==> src/core/lcs_consts.vh <==
// constants for the lithium charge sequencer
`ifndef LCS_CONSTS_VH
`define LCS_CONSTS_VH
// clock and time base
`define LCS_CLK_PERIOD_NS 4
`define LCS_TICK_PERIOD_NS 50000
`define LCS_TICK_CYCLES (`LCS_TICK_PERIOD_NS / `LCS_CLK_PERIOD_NS)
`define LCS_TICKS_PER_MS (1000000 / `LCS_TICK_PERIOD_NS)
// safety timer and thermal loop times
`define LCS_PRE_TIMEOUT_MIN 25
`define LCS_CHG_TIMEOUT_HR 3
`define LCS_PRE_TIMEOUT_TICKS (`LCS_PRE_TIMEOUT_MIN * 60 * 1000 * `LCS_TICKS_PER_MS)
`define LCS_CHG_TIMEOUT_TICKS (`LCS_CHG_TIMEOUT_HR * 3600 * 1000 * `LCS_TICKS_PER_MS)
`define LCS_LOOP_MS 330
`define LCS_LOOP_TICKS (`LCS_LOOP_MS * `LCS_TICKS_PER_MS)
// current fractions: precondition divider, loop levels in percent of the programmed value
`define LCS_PRE_DIV 12'd10
`define LCS_LOOP_START_PCT 7'd44
`define LCS_LOOP_STEP_PCT 7'd4
`define LCS_FULL_PCT 7'd100
// register byte addresses
`define LCS_ADDR_CTRL 12'h000
`define LCS_ADDR_PROG 12'h004
`define LCS_ADDR_STAT 12'h008
`define LCS_ADDR_CMD 12'h00c
// reset values
`define LCS_CTRL_RST 1'b1
`define LCS_PROG_RST 12'h3e8
// stage codes
`define LCS_ST_SLEEP 3'd0
`define LCS_ST_PRE 3'd1
`define LCS_ST_FAST 3'd2
`define LCS_ST_CV 3'd3
`define LCS_ST_FAULT 3'd4
// synchronised comparator inputs, bit positions
`define LCS_NSYNC 13
`define LCS_I_EN 0
`define LCS_I_UVLO 1
`define LCS_I_ABOVE_BAT 2
`define LCS_I_TEMP_OK 3
`define LCS_I_PRESENT 4
`define LCS_I_ABOVE_PRE 5
`define LCS_I_AT_REG 6
`define LCS_I_BELOW_RCH 7
`define LCS_I_OVP 8
`define LCS_I_TERM 9
`define LCS_I_LOOP_IN 10
`define LCS_I_LOOP_OUT 11
`define LCS_I_DIE_OT 12
`endif

==> src/core/lcs_charge_sequencer.v <==
// charge-cycle sequencer for a single-cell lithium charger, with apb registers
// Overview of operation
// - cycle runs precondition, constant current, constant voltage, end of charge
// - no charging unless adapter above lockout and battery temperature in window
// - battery present and below precondition threshold starts preconditioning
// - preconditioning current command is programmed current divided by ten
// - above precondition threshold moves to fast charge at programmed current
// - reaching 4.2 v regulation in fast charge moves to constant voltage
// - current down to 7.5 percent in constant voltage ends charge, sleep
// - after end of charge sleep until battery drops below recharge threshold
// - adapter lost or below battery or lockout gives sleep, auto resume
// - die above loop entry cuts fast current at once to 0.44 of programmed
// - thermal loop rechecks every 330 ms, steps current up or holds it
// - die below loop exit leaves thermal loop, full current restored
// - adapter present pin pulled low while adapter voltage is seen
// - lockout suspends charge; recovery reassesses battery and picks stage
// - enable active high; low forces sleep regardless of stage
// - re-enable resets controller and restarts from measured battery voltage
// - battery over-voltage or die over-temperature shuts charging down
// - battery over-temperature during charge shuts charging down
// - every fault shown on both status leds and in twelve-state status code
// - safety timer: 25 min precondition, 3 h precondition plus fast, 3 h again in cv
// - recharge threshold sits 0.1 v below regulation voltage
// - after over-voltage, charging resumes once battery falls below threshold
//
// Our own choices: the APB slave port and the placing of the registers.
`timescale 1ns/1ps
`default_nettype none
`include "lcs_consts.vh"

module lcs_charge_sequencer #(
  parameter integer TICK_CYCLES = `LCS_TICK_CYCLES,
  parameter integer PRE_TIMEOUT_TICKS = `LCS_PRE_TIMEOUT_TICKS,
  parameter integer CHG_TIMEOUT_TICKS = `LCS_CHG_TIMEOUT_TICKS,
  parameter integer LOOP_TICKS = `LCS_LOOP_TICKS
) (
  // clock and reset
  input  wire        clock,
  input  wire        sys_rst,
  // apb slave
  input  wire        psel,
  input  wire        penable,
  input  wire        pwrite,
  input  wire [11:0] paddr,
  input  wire [31:0] pwdata,
  output wire        pready,
  output wire        pslverr,
  output reg  [31:0] prdata,
  // comparator results and enable pin
  input  wire        charge_enable_in,
  input  wire        adapter_above_uvlo,
  input  wire        adapter_above_battery,
  input  wire        battery_temp_in_window,
  input  wire        battery_present,
  input  wire        battery_above_precond,
  input  wire        battery_at_regulation,
  input  wire        battery_below_recharge,
  input  wire        battery_over_voltage,
  input  wire        current_below_term,
  input  wire        die_above_loop_in,
  input  wire        die_below_loop_out,
  input  wire        die_over_temp,
  // charge current command in ma and status
  output reg  [11:0] charge_current_cmd,
  output reg  [3:0]  charge_status_code,
  // open-drain pins, enable low while pulling low
  output wire        adapter_present_n_o,
  output wire        adapter_present_n_oe_n,
  output wire        status_led_a_o,
  output wire        status_led_a_oe_n,
  output wire        status_led_b_o,
  output wire        status_led_b_oe_n
);

  ////////////////////////////////////////////////////////////////////////////
  // input synchronisers

  wire [`LCS_NSYNC-1:0] raw_in;
  reg  [`LCS_NSYNC-1:0] sync1_reg;
  reg  [`LCS_NSYNC-1:0] sync2_reg;

  assign raw_in = {die_over_temp, die_below_loop_out, die_above_loop_in,
                   current_below_term, battery_over_voltage,
                   battery_below_recharge, battery_at_regulation,
                   battery_above_precond, battery_present,
                   battery_temp_in_window, adapter_above_battery,
                   adapter_above_uvlo, charge_enable_in};

  // first stage feeds only the second stage
  genvar gi;
  generate
    for (gi = 0; gi < `LCS_NSYNC; gi = gi + 1) begin : g_sync
      always @(posedge clock or posedge sys_rst) begin
        if (sys_rst) begin
          sync1_reg[gi] <= 1'b0;
          sync2_reg[gi] <= 1'b0;
        end else begin
          sync1_reg[gi] <= raw_in[gi];
          sync2_reg[gi] <= sync1_reg[gi];
        end
      end
    end
  endgenerate

  wire en_pin    = sync2_reg[`LCS_I_EN];
  wire uvlo_ok   = sync2_reg[`LCS_I_UVLO];
  wire adp_ok    = sync2_reg[`LCS_I_ABOVE_BAT];
  wire temp_ok   = sync2_reg[`LCS_I_TEMP_OK];
  wire bat_here  = sync2_reg[`LCS_I_PRESENT];
  wire above_pre = sync2_reg[`LCS_I_ABOVE_PRE];
  wire at_reg    = sync2_reg[`LCS_I_AT_REG];
  wire below_rch = sync2_reg[`LCS_I_BELOW_RCH];
  wire ovp       = sync2_reg[`LCS_I_OVP];
  wire term      = sync2_reg[`LCS_I_TERM];
  wire loop_in   = sync2_reg[`LCS_I_LOOP_IN];
  wire loop_out  = sync2_reg[`LCS_I_LOOP_OUT];
  wire die_ot    = sync2_reg[`LCS_I_DIE_OT];

  ////////////////////////////////////////////////////////////////////////////
  // apb registers

  reg        ctrl_en_reg;
  reg [11:0] prog_current_reg;

  wire acc      = psel & penable;
  wire map_hit  = (paddr == `LCS_ADDR_CTRL) | (paddr == `LCS_ADDR_PROG) |
                  (paddr == `LCS_ADDR_STAT) | (paddr == `LCS_ADDR_CMD);

  // zero wait states; unmapped addresses answer with an error
  assign pready  = 1'b1;
  assign pslverr = acc & ~map_hit;

  always @(posedge clock or posedge sys_rst) begin
    if (sys_rst) begin
      ctrl_en_reg      <= `LCS_CTRL_RST;
      prog_current_reg <= `LCS_PROG_RST;
    end else if (acc & pwrite) begin
      if (paddr == `LCS_ADDR_CTRL)
        ctrl_en_reg <= pwdata[0];
      if (paddr == `LCS_ADDR_PROG)
        prog_current_reg <= pwdata[11:0];
    end
  end

  ////////////////////////////////////////////////////////////////////////////
  // 50 us system tick

  reg [15:0] tick_cnt_reg;
  wire       tick = (tick_cnt_reg == TICK_CYCLES[15:0] - 16'h0001);

  // stage steps below wait for this strobe; disable, supply loss, hazards and thermal entry act at once
  always @(posedge clock or posedge sys_rst) begin
    if (sys_rst)
      tick_cnt_reg <= 16'h0000;
    else if (tick)
      tick_cnt_reg <= 16'h0000;
    else
      tick_cnt_reg <= tick_cnt_reg + 16'h0001;
  end

  ////////////////////////////////////////////////////////////////////////////
  // stage machine

  localparam [2:0] ST_SLEEP = `LCS_ST_SLEEP;
  localparam [2:0] ST_PRE   = `LCS_ST_PRE;
  localparam [2:0] ST_FAST  = `LCS_ST_FAST;
  localparam [2:0] ST_CV    = `LCS_ST_CV;
  localparam [2:0] ST_FAULT = `LCS_ST_FAULT;

  reg [2:0]  state_reg, state_next;
  reg        done_reg, done_next;
  reg        tmo_reg, tmo_next;
  reg [27:0] sfty_cnt_reg, sfty_cnt_next;
  reg        loop_act_reg, loop_act_next;
  reg [6:0]  loop_pct_reg, loop_pct_next;
  reg [12:0] loop_cnt_reg, loop_cnt_next;

  wire enabled  = en_pin & ctrl_en_reg;
  wire supply   = uvlo_ok & adp_ok;
  wire start_ok = supply & temp_ok & bat_here;
  wire hazard   = ovp | die_ot | ~temp_ok;
  wire charging = (state_reg == ST_PRE) | (state_reg == ST_FAST) | (state_reg == ST_CV);

  // stage entered from sleep, chosen from the measured battery voltage
  function [2:0] pick_stage;
    input pre_ok;
    input reg_ok;
    begin
      if (!pre_ok)
        pick_stage = ST_PRE;
      else if (reg_ok)
        pick_stage = ST_CV;
      else
        pick_stage = ST_FAST;
    end
  endfunction

  always @* begin
    state_next    = state_reg;
    done_next     = done_reg;
    tmo_next      = tmo_reg;
    sfty_cnt_next = sfty_cnt_reg;
    loop_act_next = loop_act_reg;
    loop_pct_next = loop_pct_reg;
    loop_cnt_next = loop_cnt_reg;
    if (!enabled) begin
      // disable forces sleep and clears all history except the loop counter
      state_next    = ST_SLEEP;
      done_next     = 1'b0;
      tmo_next      = 1'b0;
      sfty_cnt_next = 28'h0000000;
      loop_act_next = 1'b0;
      loop_pct_next = `LCS_FULL_PCT;
    end else if (!supply) begin
      // timer fault also clears on adapter loss: a fresh supply is a fresh cycle
      state_next    = ST_SLEEP;
      tmo_next      = 1'b0;
      loop_act_next = 1'b0;
      loop_pct_next = `LCS_FULL_PCT;
    end else if (charging & hazard) begin
      state_next    = ST_FAULT;
      loop_act_next = 1'b0;
      loop_pct_next = `LCS_FULL_PCT;
    end else if (tick) begin
      case (state_reg)
        ST_SLEEP: begin
          if (done_reg & below_rch)
            done_next = 1'b0;
          if (start_ok & ~done_reg & ~tmo_reg & ~ovp & ~die_ot) begin
            state_next    = pick_stage(above_pre, at_reg);
            sfty_cnt_next = 28'h0000000;
          end
        end
        ST_PRE: begin
          sfty_cnt_next = sfty_cnt_reg + 28'h0000001;
          if (above_pre)
            state_next = ST_FAST;
          else if (sfty_cnt_reg >= PRE_TIMEOUT_TICKS[27:0] - 28'h0000001) begin
            state_next = ST_FAULT;
            tmo_next   = 1'b1;
          end
        end
        ST_FAST: begin
          sfty_cnt_next = sfty_cnt_reg + 28'h0000001;
          if (at_reg) begin
            state_next    = ST_CV;
            sfty_cnt_next = 28'h0000000;
            loop_act_next = 1'b0;
            loop_pct_next = `LCS_FULL_PCT;
          end else if (sfty_cnt_reg >= CHG_TIMEOUT_TICKS[27:0] - 28'h0000001) begin
            state_next = ST_FAULT;
            tmo_next   = 1'b1;
          end else if (loop_act_reg & loop_out) begin
            loop_act_next = 1'b0;
            loop_pct_next = `LCS_FULL_PCT;
          end else if (loop_act_reg) begin
            if (loop_cnt_reg == LOOP_TICKS[12:0] - 13'h0001) begin
              loop_cnt_next = 13'h0000;
              // still hot: hold the level reached
              if (!loop_in && loop_pct_reg < `LCS_FULL_PCT)
                loop_pct_next = loop_pct_reg + `LCS_LOOP_STEP_PCT;
            end else
              loop_cnt_next = loop_cnt_reg + 13'h0001;
          end
        end
        ST_CV: begin
          sfty_cnt_next = sfty_cnt_reg + 28'h0000001;
          if (term) begin
            state_next = ST_SLEEP;
            done_next  = 1'b1;
          end else if (sfty_cnt_reg >= CHG_TIMEOUT_TICKS[27:0] - 28'h0000001) begin
            state_next = ST_FAULT;
            tmo_next   = 1'b1;
          end
        end
        ST_FAULT: begin
          // cleared conditions go back through sleep to reassess
          if (~tmo_reg & ~hazard)
            state_next = ST_SLEEP;
        end
        default: state_next = ST_SLEEP;
      endcase
    end
    // die entry cuts current at once, not on the tick; only while fast charge continues,
    // so a same-cycle move to cv, fault or sleep never leaves a stale loop state behind
    if ((state_reg == ST_FAST) & (state_next == ST_FAST) & loop_in & ~loop_act_reg) begin
      loop_act_next = 1'b1;
      loop_pct_next = `LCS_LOOP_START_PCT;
      loop_cnt_next = 13'h0000;
    end
  end

  always @(posedge clock or posedge sys_rst) begin
    if (sys_rst) begin
      state_reg    <= ST_SLEEP;
      done_reg     <= 1'b0;
      tmo_reg      <= 1'b0;
      sfty_cnt_reg <= 28'h0000000;
      loop_act_reg <= 1'b0;
      loop_pct_reg <= `LCS_FULL_PCT;
      loop_cnt_reg <= 13'h0000;
    end else begin
      state_reg    <= state_next;
      done_reg     <= done_next;
      tmo_reg      <= tmo_next;
      sfty_cnt_reg <= sfty_cnt_next;
      loop_act_reg <= loop_act_next;
      loop_pct_reg <= loop_pct_next;
      loop_cnt_reg <= loop_cnt_next;
    end
  end

  ////////////////////////////////////////////////////////////////////////////
  // current command and status

  wire [18:0] scaled  = prog_current_reg * loop_pct_reg;
  wire [18:0] loop_ma = scaled / 19'd100;
  reg  [11:0] cmd_next;
  reg  [3:0]  code_next;

  always @* begin
    case (state_reg)
      ST_PRE:  cmd_next = prog_current_reg / `LCS_PRE_DIV;
      ST_FAST: cmd_next = loop_act_reg ? loop_ma[11:0] : prog_current_reg;
      ST_CV:   cmd_next = prog_current_reg;
      default: cmd_next = 12'h000;
    endcase
  end

  // twelve distinct states for software
  always @* begin
    case (state_reg)
      ST_PRE:   code_next = 4'h3;
      ST_FAST:  code_next = loop_act_reg ? 4'h5 : 4'h4;
      ST_CV:    code_next = 4'h6;
      ST_FAULT: code_next = tmo_reg ? 4'hb : ovp ? 4'h8 : die_ot ? 4'h9 : 4'ha;
      default:  code_next = !supply ? 4'h0 : !enabled ? 4'h1 : done_reg ? 4'h7 : 4'h2;
    endcase
  end

  always @(posedge clock or posedge sys_rst) begin
    if (sys_rst) begin
      charge_current_cmd <= 12'h000;
      charge_status_code <= 4'h0;
    end else begin
      charge_current_cmd <= cmd_next;
      charge_status_code <= code_next;
    end
  end

  // leds: a on while charging, b at end of charge, both on fault
  assign status_led_a_o    = 1'b0;
  assign status_led_b_o    = 1'b0;
  assign status_led_a_oe_n = ~(charging | (state_reg == ST_FAULT));
  assign status_led_b_oe_n = ~((state_reg == ST_FAULT) | (charge_status_code == 4'h7));

  // presence pin follows the synchronised lockout comparator
  assign adapter_present_n_o    = 1'b0;
  assign adapter_present_n_oe_n = ~uvlo_ok;

  ////////////////////////////////////////////////////////////////////////////
  // apb read data, loaded in the setup cycle

  always @(posedge clock or posedge sys_rst) begin
    if (sys_rst)
      prdata <= 32'h00000000;
    else if (psel & ~penable & ~pwrite) begin
      case (paddr)
        `LCS_ADDR_CTRL: prdata <= {31'h00000000, ctrl_en_reg};
        `LCS_ADDR_PROG: prdata <= {20'h00000, prog_current_reg};
        `LCS_ADDR_STAT: prdata <= {15'h0000, loop_pct_reg, tmo_reg, done_reg,
                                   loop_act_reg, state_reg, charge_status_code};
        `LCS_ADDR_CMD:  prdata <= {20'h00000, charge_current_cmd};
        default:        prdata <= 32'h00000000;
      endcase
    end
  end

endmodule // lcs_charge_sequencer
`default_nettype wire

==> config.mk <==
export PLATFORM = sky130hd
export DESIGN_NAME = lcs_charge_sequencer
export DESIGN_NICKNAME = d
export VERILOG_FILES = /design/src/core/lcs_charge_sequencer.v
export VERILOG_INCLUDE_DIRS = /design/src /design/src/core
export SDC_FILE = /design/constraint.sdc
export NUM_CORES = 1
export LEC_CHECK = 0
export ABC_AREA = 1
export BUFFER_PORTS_ARGS = -buffer_cell sky130_fd_sc_hd__buf_2
export CORE_ASPECT_RATIO = 1.1
export CORE_MARGIN = 2
export CORE_UTILIZATION = 55
export DETAILED_ROUTE_END_ITERATION = 10
export PLACE_DENSITY = 0.78
export REMOVE_ABC_BUFFERS = 1
export SYNTH_ARGS = -nofsm -noshare
export SYNTH_HDL_FRONTEND = slang
export SYNTH_SLANG_ARGS = --single-unit
==> constraint.sdc <==
create_clock -name clock -period 9.15 [get_ports clock]
set_input_delay 1.83 -clock clock [delete_from_list [all_inputs] [get_ports clock]]
set_output_delay 1.83 -clock clock [all_outputs]
set_load 0.05 [all_outputs]
==> results.ini <==
[synthesis]
synth_area_mm2 = 0.0119
ys_ff_latch = 140
async_flop_share_pct = 100
ys_warn_count = 0
synth_edf_count = 0
synth_ff_type = dfrtp_1
ys_seq_area_share_pct = 29.7
synth.area.top_cells = dfrtp_1, nand2_1, inv_1, ha_1, fa_1
yosys.area.top_type = dfrtp_1
avgSynthCellArea_um2 = 7.14
synth_top_area_share_pct = 27.4
synth.distinct_cells = 68
synth_cells = 1660

[route]
post_drt_wl_per_cell_um = 14.5
ant_nets = 0
finalWirelength_um = 31200
drc = 0
vias = 11600
firstDrtPassIters = 5
drt_iter0_markers = 793
vias_per_cell = 5.39

[global_routing]
grt_busiest_layer = met2
grt_first_pass_wirelength_um = 48800
grtUsageTotal_pct = 26.3
overflow = 0
gr-usage-met1_pct = 32.8
antenna_found_initial = 0
grt_pass1_vias = 10800
grtUsageMet2_pct = 45.8
grt_max_degree = 80
met3_usage_pct = 3.81

[place]
hpwl_um = 22400
dp_slack_ns = -0.189
port_buffers = 78
gp_congestion = 0.943
place_area_mm2 = 0.0131

[sta]
holdWs_ns = 0.352
finClkSkew_ns = 0.0124
slew_headroom_pct = 25.0
min_period_ns = 9.27
setup_slack_ns = -0.119
slew_violations = 0
rsz0062_at_grt = yes
worstMarginPinSlew_ns = 1.11
setup_viol = 1
post-route-period-util_pct = 101
finalSetupTns_ns = -0.119
fmax_ghz = 0.108
hold_viol = 0

[job]
maxCapViolCount = 0

[worst_setup_path]
critPathMaxFanout = 7
critPathSlowestCell = dfstp_2
crit_type = flip-flop to flip-flop
cp-start-kind = flip-flop
endpoint_kind = flip-flop
rr_startpoint = loop_pct_reg[5]
worstSetupStartpoint = loop_pct_reg[5]
cp.arrival_ns = 9.58
worstPathRequired_ns = 9.46
slowest_delay_ns = 0.62
path_common_cell = nand2_4

[floorplan]
die_w_um = 144
rows = 56
fp.coreArea_mm2 = 0.0212
initial_core_util_pct = 55.8
dieArea_mm2 = 0.0227
die_h_um = 158
io_pins = 118

[min_path]
hold_path.class = flip-flop to flip-flop
min_from = sync1_reg[10]

[pwr]
p_sw_uw = 366
p_seq_share_pct = 44.3
internal-power_mw = 1.05
leakage_nw = 7.92
clkPwrFrac_pct = 48.2
power.density_mw_per_mm2 = 97.0
pwr-share-comb_pct = 7.4
p_sw_share_pct = 25.8
irDropWorstVdd_mv = 0.0863

[status]
status = complete, but fails checks
violations = negative setup slack

[finish]
nets = 1995
largest_reg_flops = 28
fillers = 1623
seq_area_mm2 = 0.00352
areaGrowthSynthToFinish_pct = 23.4
multi_input_area_mm2 = 0.00764
insertedDiodeCount = 0
finish.instance_area_mm2 = 0.0146
drive_above_1_share_pct = 25.5

[cts]
clk_pin_slew_ns = 0.06
hold_buffers = 0
clkSinkCount = 140
cts_buffers = 17
htree_levels = 4
cts_tree = yes
clockBufferDepth = 2
cts-root-buf = clkbuf_16
insertion_delay_ns = 0.43

## through the flow
stage	std cells	total power [mW]	utilization [%]
CTS	2125	1.41	65.5
detailed placement	2088	0.735	61.6
floorplan	1635	0.707	-
global placement	2088	0.734	61.6
global route	2150	1.46	68.9
finish	2150	1.42	68.9
## synthesized netlist by cell type, drive strengths merged (5+ instances only)
| cell | instances |
|---|---|
| nor4 | 18 |
| nor2 | 149 |
| xor2 | 18 |
| xnor2 | 12 |
| ha | 56 |
| fa | 30 |
| nand2 | 436 |
| a221o | 5 |
| a221oi | 11 |
| a31oi | 7 |
| dfstp | 10 |
| o31ai | 8 |
| a21oi | 73 |
| nor3 | 39 |
| o21ai | 74 |
| a211oi | 9 |
| mux2 | 11 |
| dfrtp | 130 |
| buf | 22 |
| inv | 326 |
| clkbuf | 26 |
| nand3 | 101 |
| nand4 | 37 |
| o22ai | 5 |
## final cells by class
| class | count | area share, % |
|---|---|---|
| Clock buffer | 20 | 3.12 |
| Clock inverter | 12 | 0.864 |
| Inverter | 330 | 8.53 |
| Multi-Input combinational cell | 1165 | 52.3 |
| Sequential cell | 140 | 24.1 |
| Tap cell | 290 | 2.48 |
| Timing Repair Buffer | 193 | 8.68 |
## kinds of logic (layout without fill, tap and decap cells)
family / count (synthesis) / in the layout / synth area share (%)
xor gates and xnor gates: 30 / 30 / 2.28
DFF: 140 / 140 / 29.7
muxes: 15 / 15 / 1.38
other: 2 / 25 / 0.0634
AOI/OAI and AO/OA: 218 / 218 / 11.2
adders and majority gates: 86 / 86 / 11.0
and+or+nand+nor: 791 / 791 / 31.7
buffers and inverters: 378 / 555 / 12.7
## path summary, 6_finish.rpt
check | slack [ns] | to | depth (start not counted)
hold / removal | 0.35 | loop_in | 0
setup / recovery | -0.12 | charge_current_cmd[0] | 68
max in group asynchronous | 6.19 | loop_pct_reg[4] | 3
min in group asynchronous | 1.46 | sync1_reg[1] | 2
hold reg to reg | 0.35 | loop_in | 0
setup reg to reg | -0.12 | charge_current_cmd[0] | 68
## routing by layer
| layer | up-vias | routed length [um] |
|---|---|---|
| li1 | 5657 | - |
| met1 | 5455 | 12700 |
| met2 | 376 | 15600 |
| met3 | 109 | 1610 |
| met4 | 0 | 1260 |
| met5 | - | 0 |
## timing repair
action                                  CTS  global route
gates resized for setup                  30           124
buffers inserted                          5            25
endpoints found under the setup margin    2             3
pin swaps                                13            74
## cells in the final DEF (no fill, tap or decap), drive strengths merged, types with 11 or more instances in the layout
cell type,instances
nand2,436
inv,333
buf,193
nor2,149
dfrtp,130
nand3,101
o21ai,74
a21oi,73
ha,56
nor3,39
nand4,37
fa,30
conb,25
clkbuf,20
nor4,18
xor2,18
xnor2,12
a221oi,11
mux2,11
## power groups by stage
| stage | combinational, mW | sequential, mW | clock (mW) |
|---|---|---|---|
| 2_1_floorplan | 0.0672 | 0.639 | 0 |
| 3_3_place_gp | 0.0940 | 0.640 | 0 |
| 3_5_place_dp | 0.0955 | 0.640 | 0 |
| 4_1_cts | 0.0973 | 0.629 | 0.688 |
| 5_1_grt | 0.117 | 0.629 | 0.715 |
| 6_report | 0.106 | 0.629 | 0.685 |
## worst max-delay path, delay by kind of cell, from the launching register on
| family | cells | cell delay (ns) |
|---|---|---|
| simple gates | 52 | 4.95 |
| fa+ha+maj | 5 | 2.11 |
| flops | 1 | 0.62 |
| compound gates | 3 | 0.39 |
| buf+inv | 8 | 1.05 |
Power figures use the tool's default switching activity.
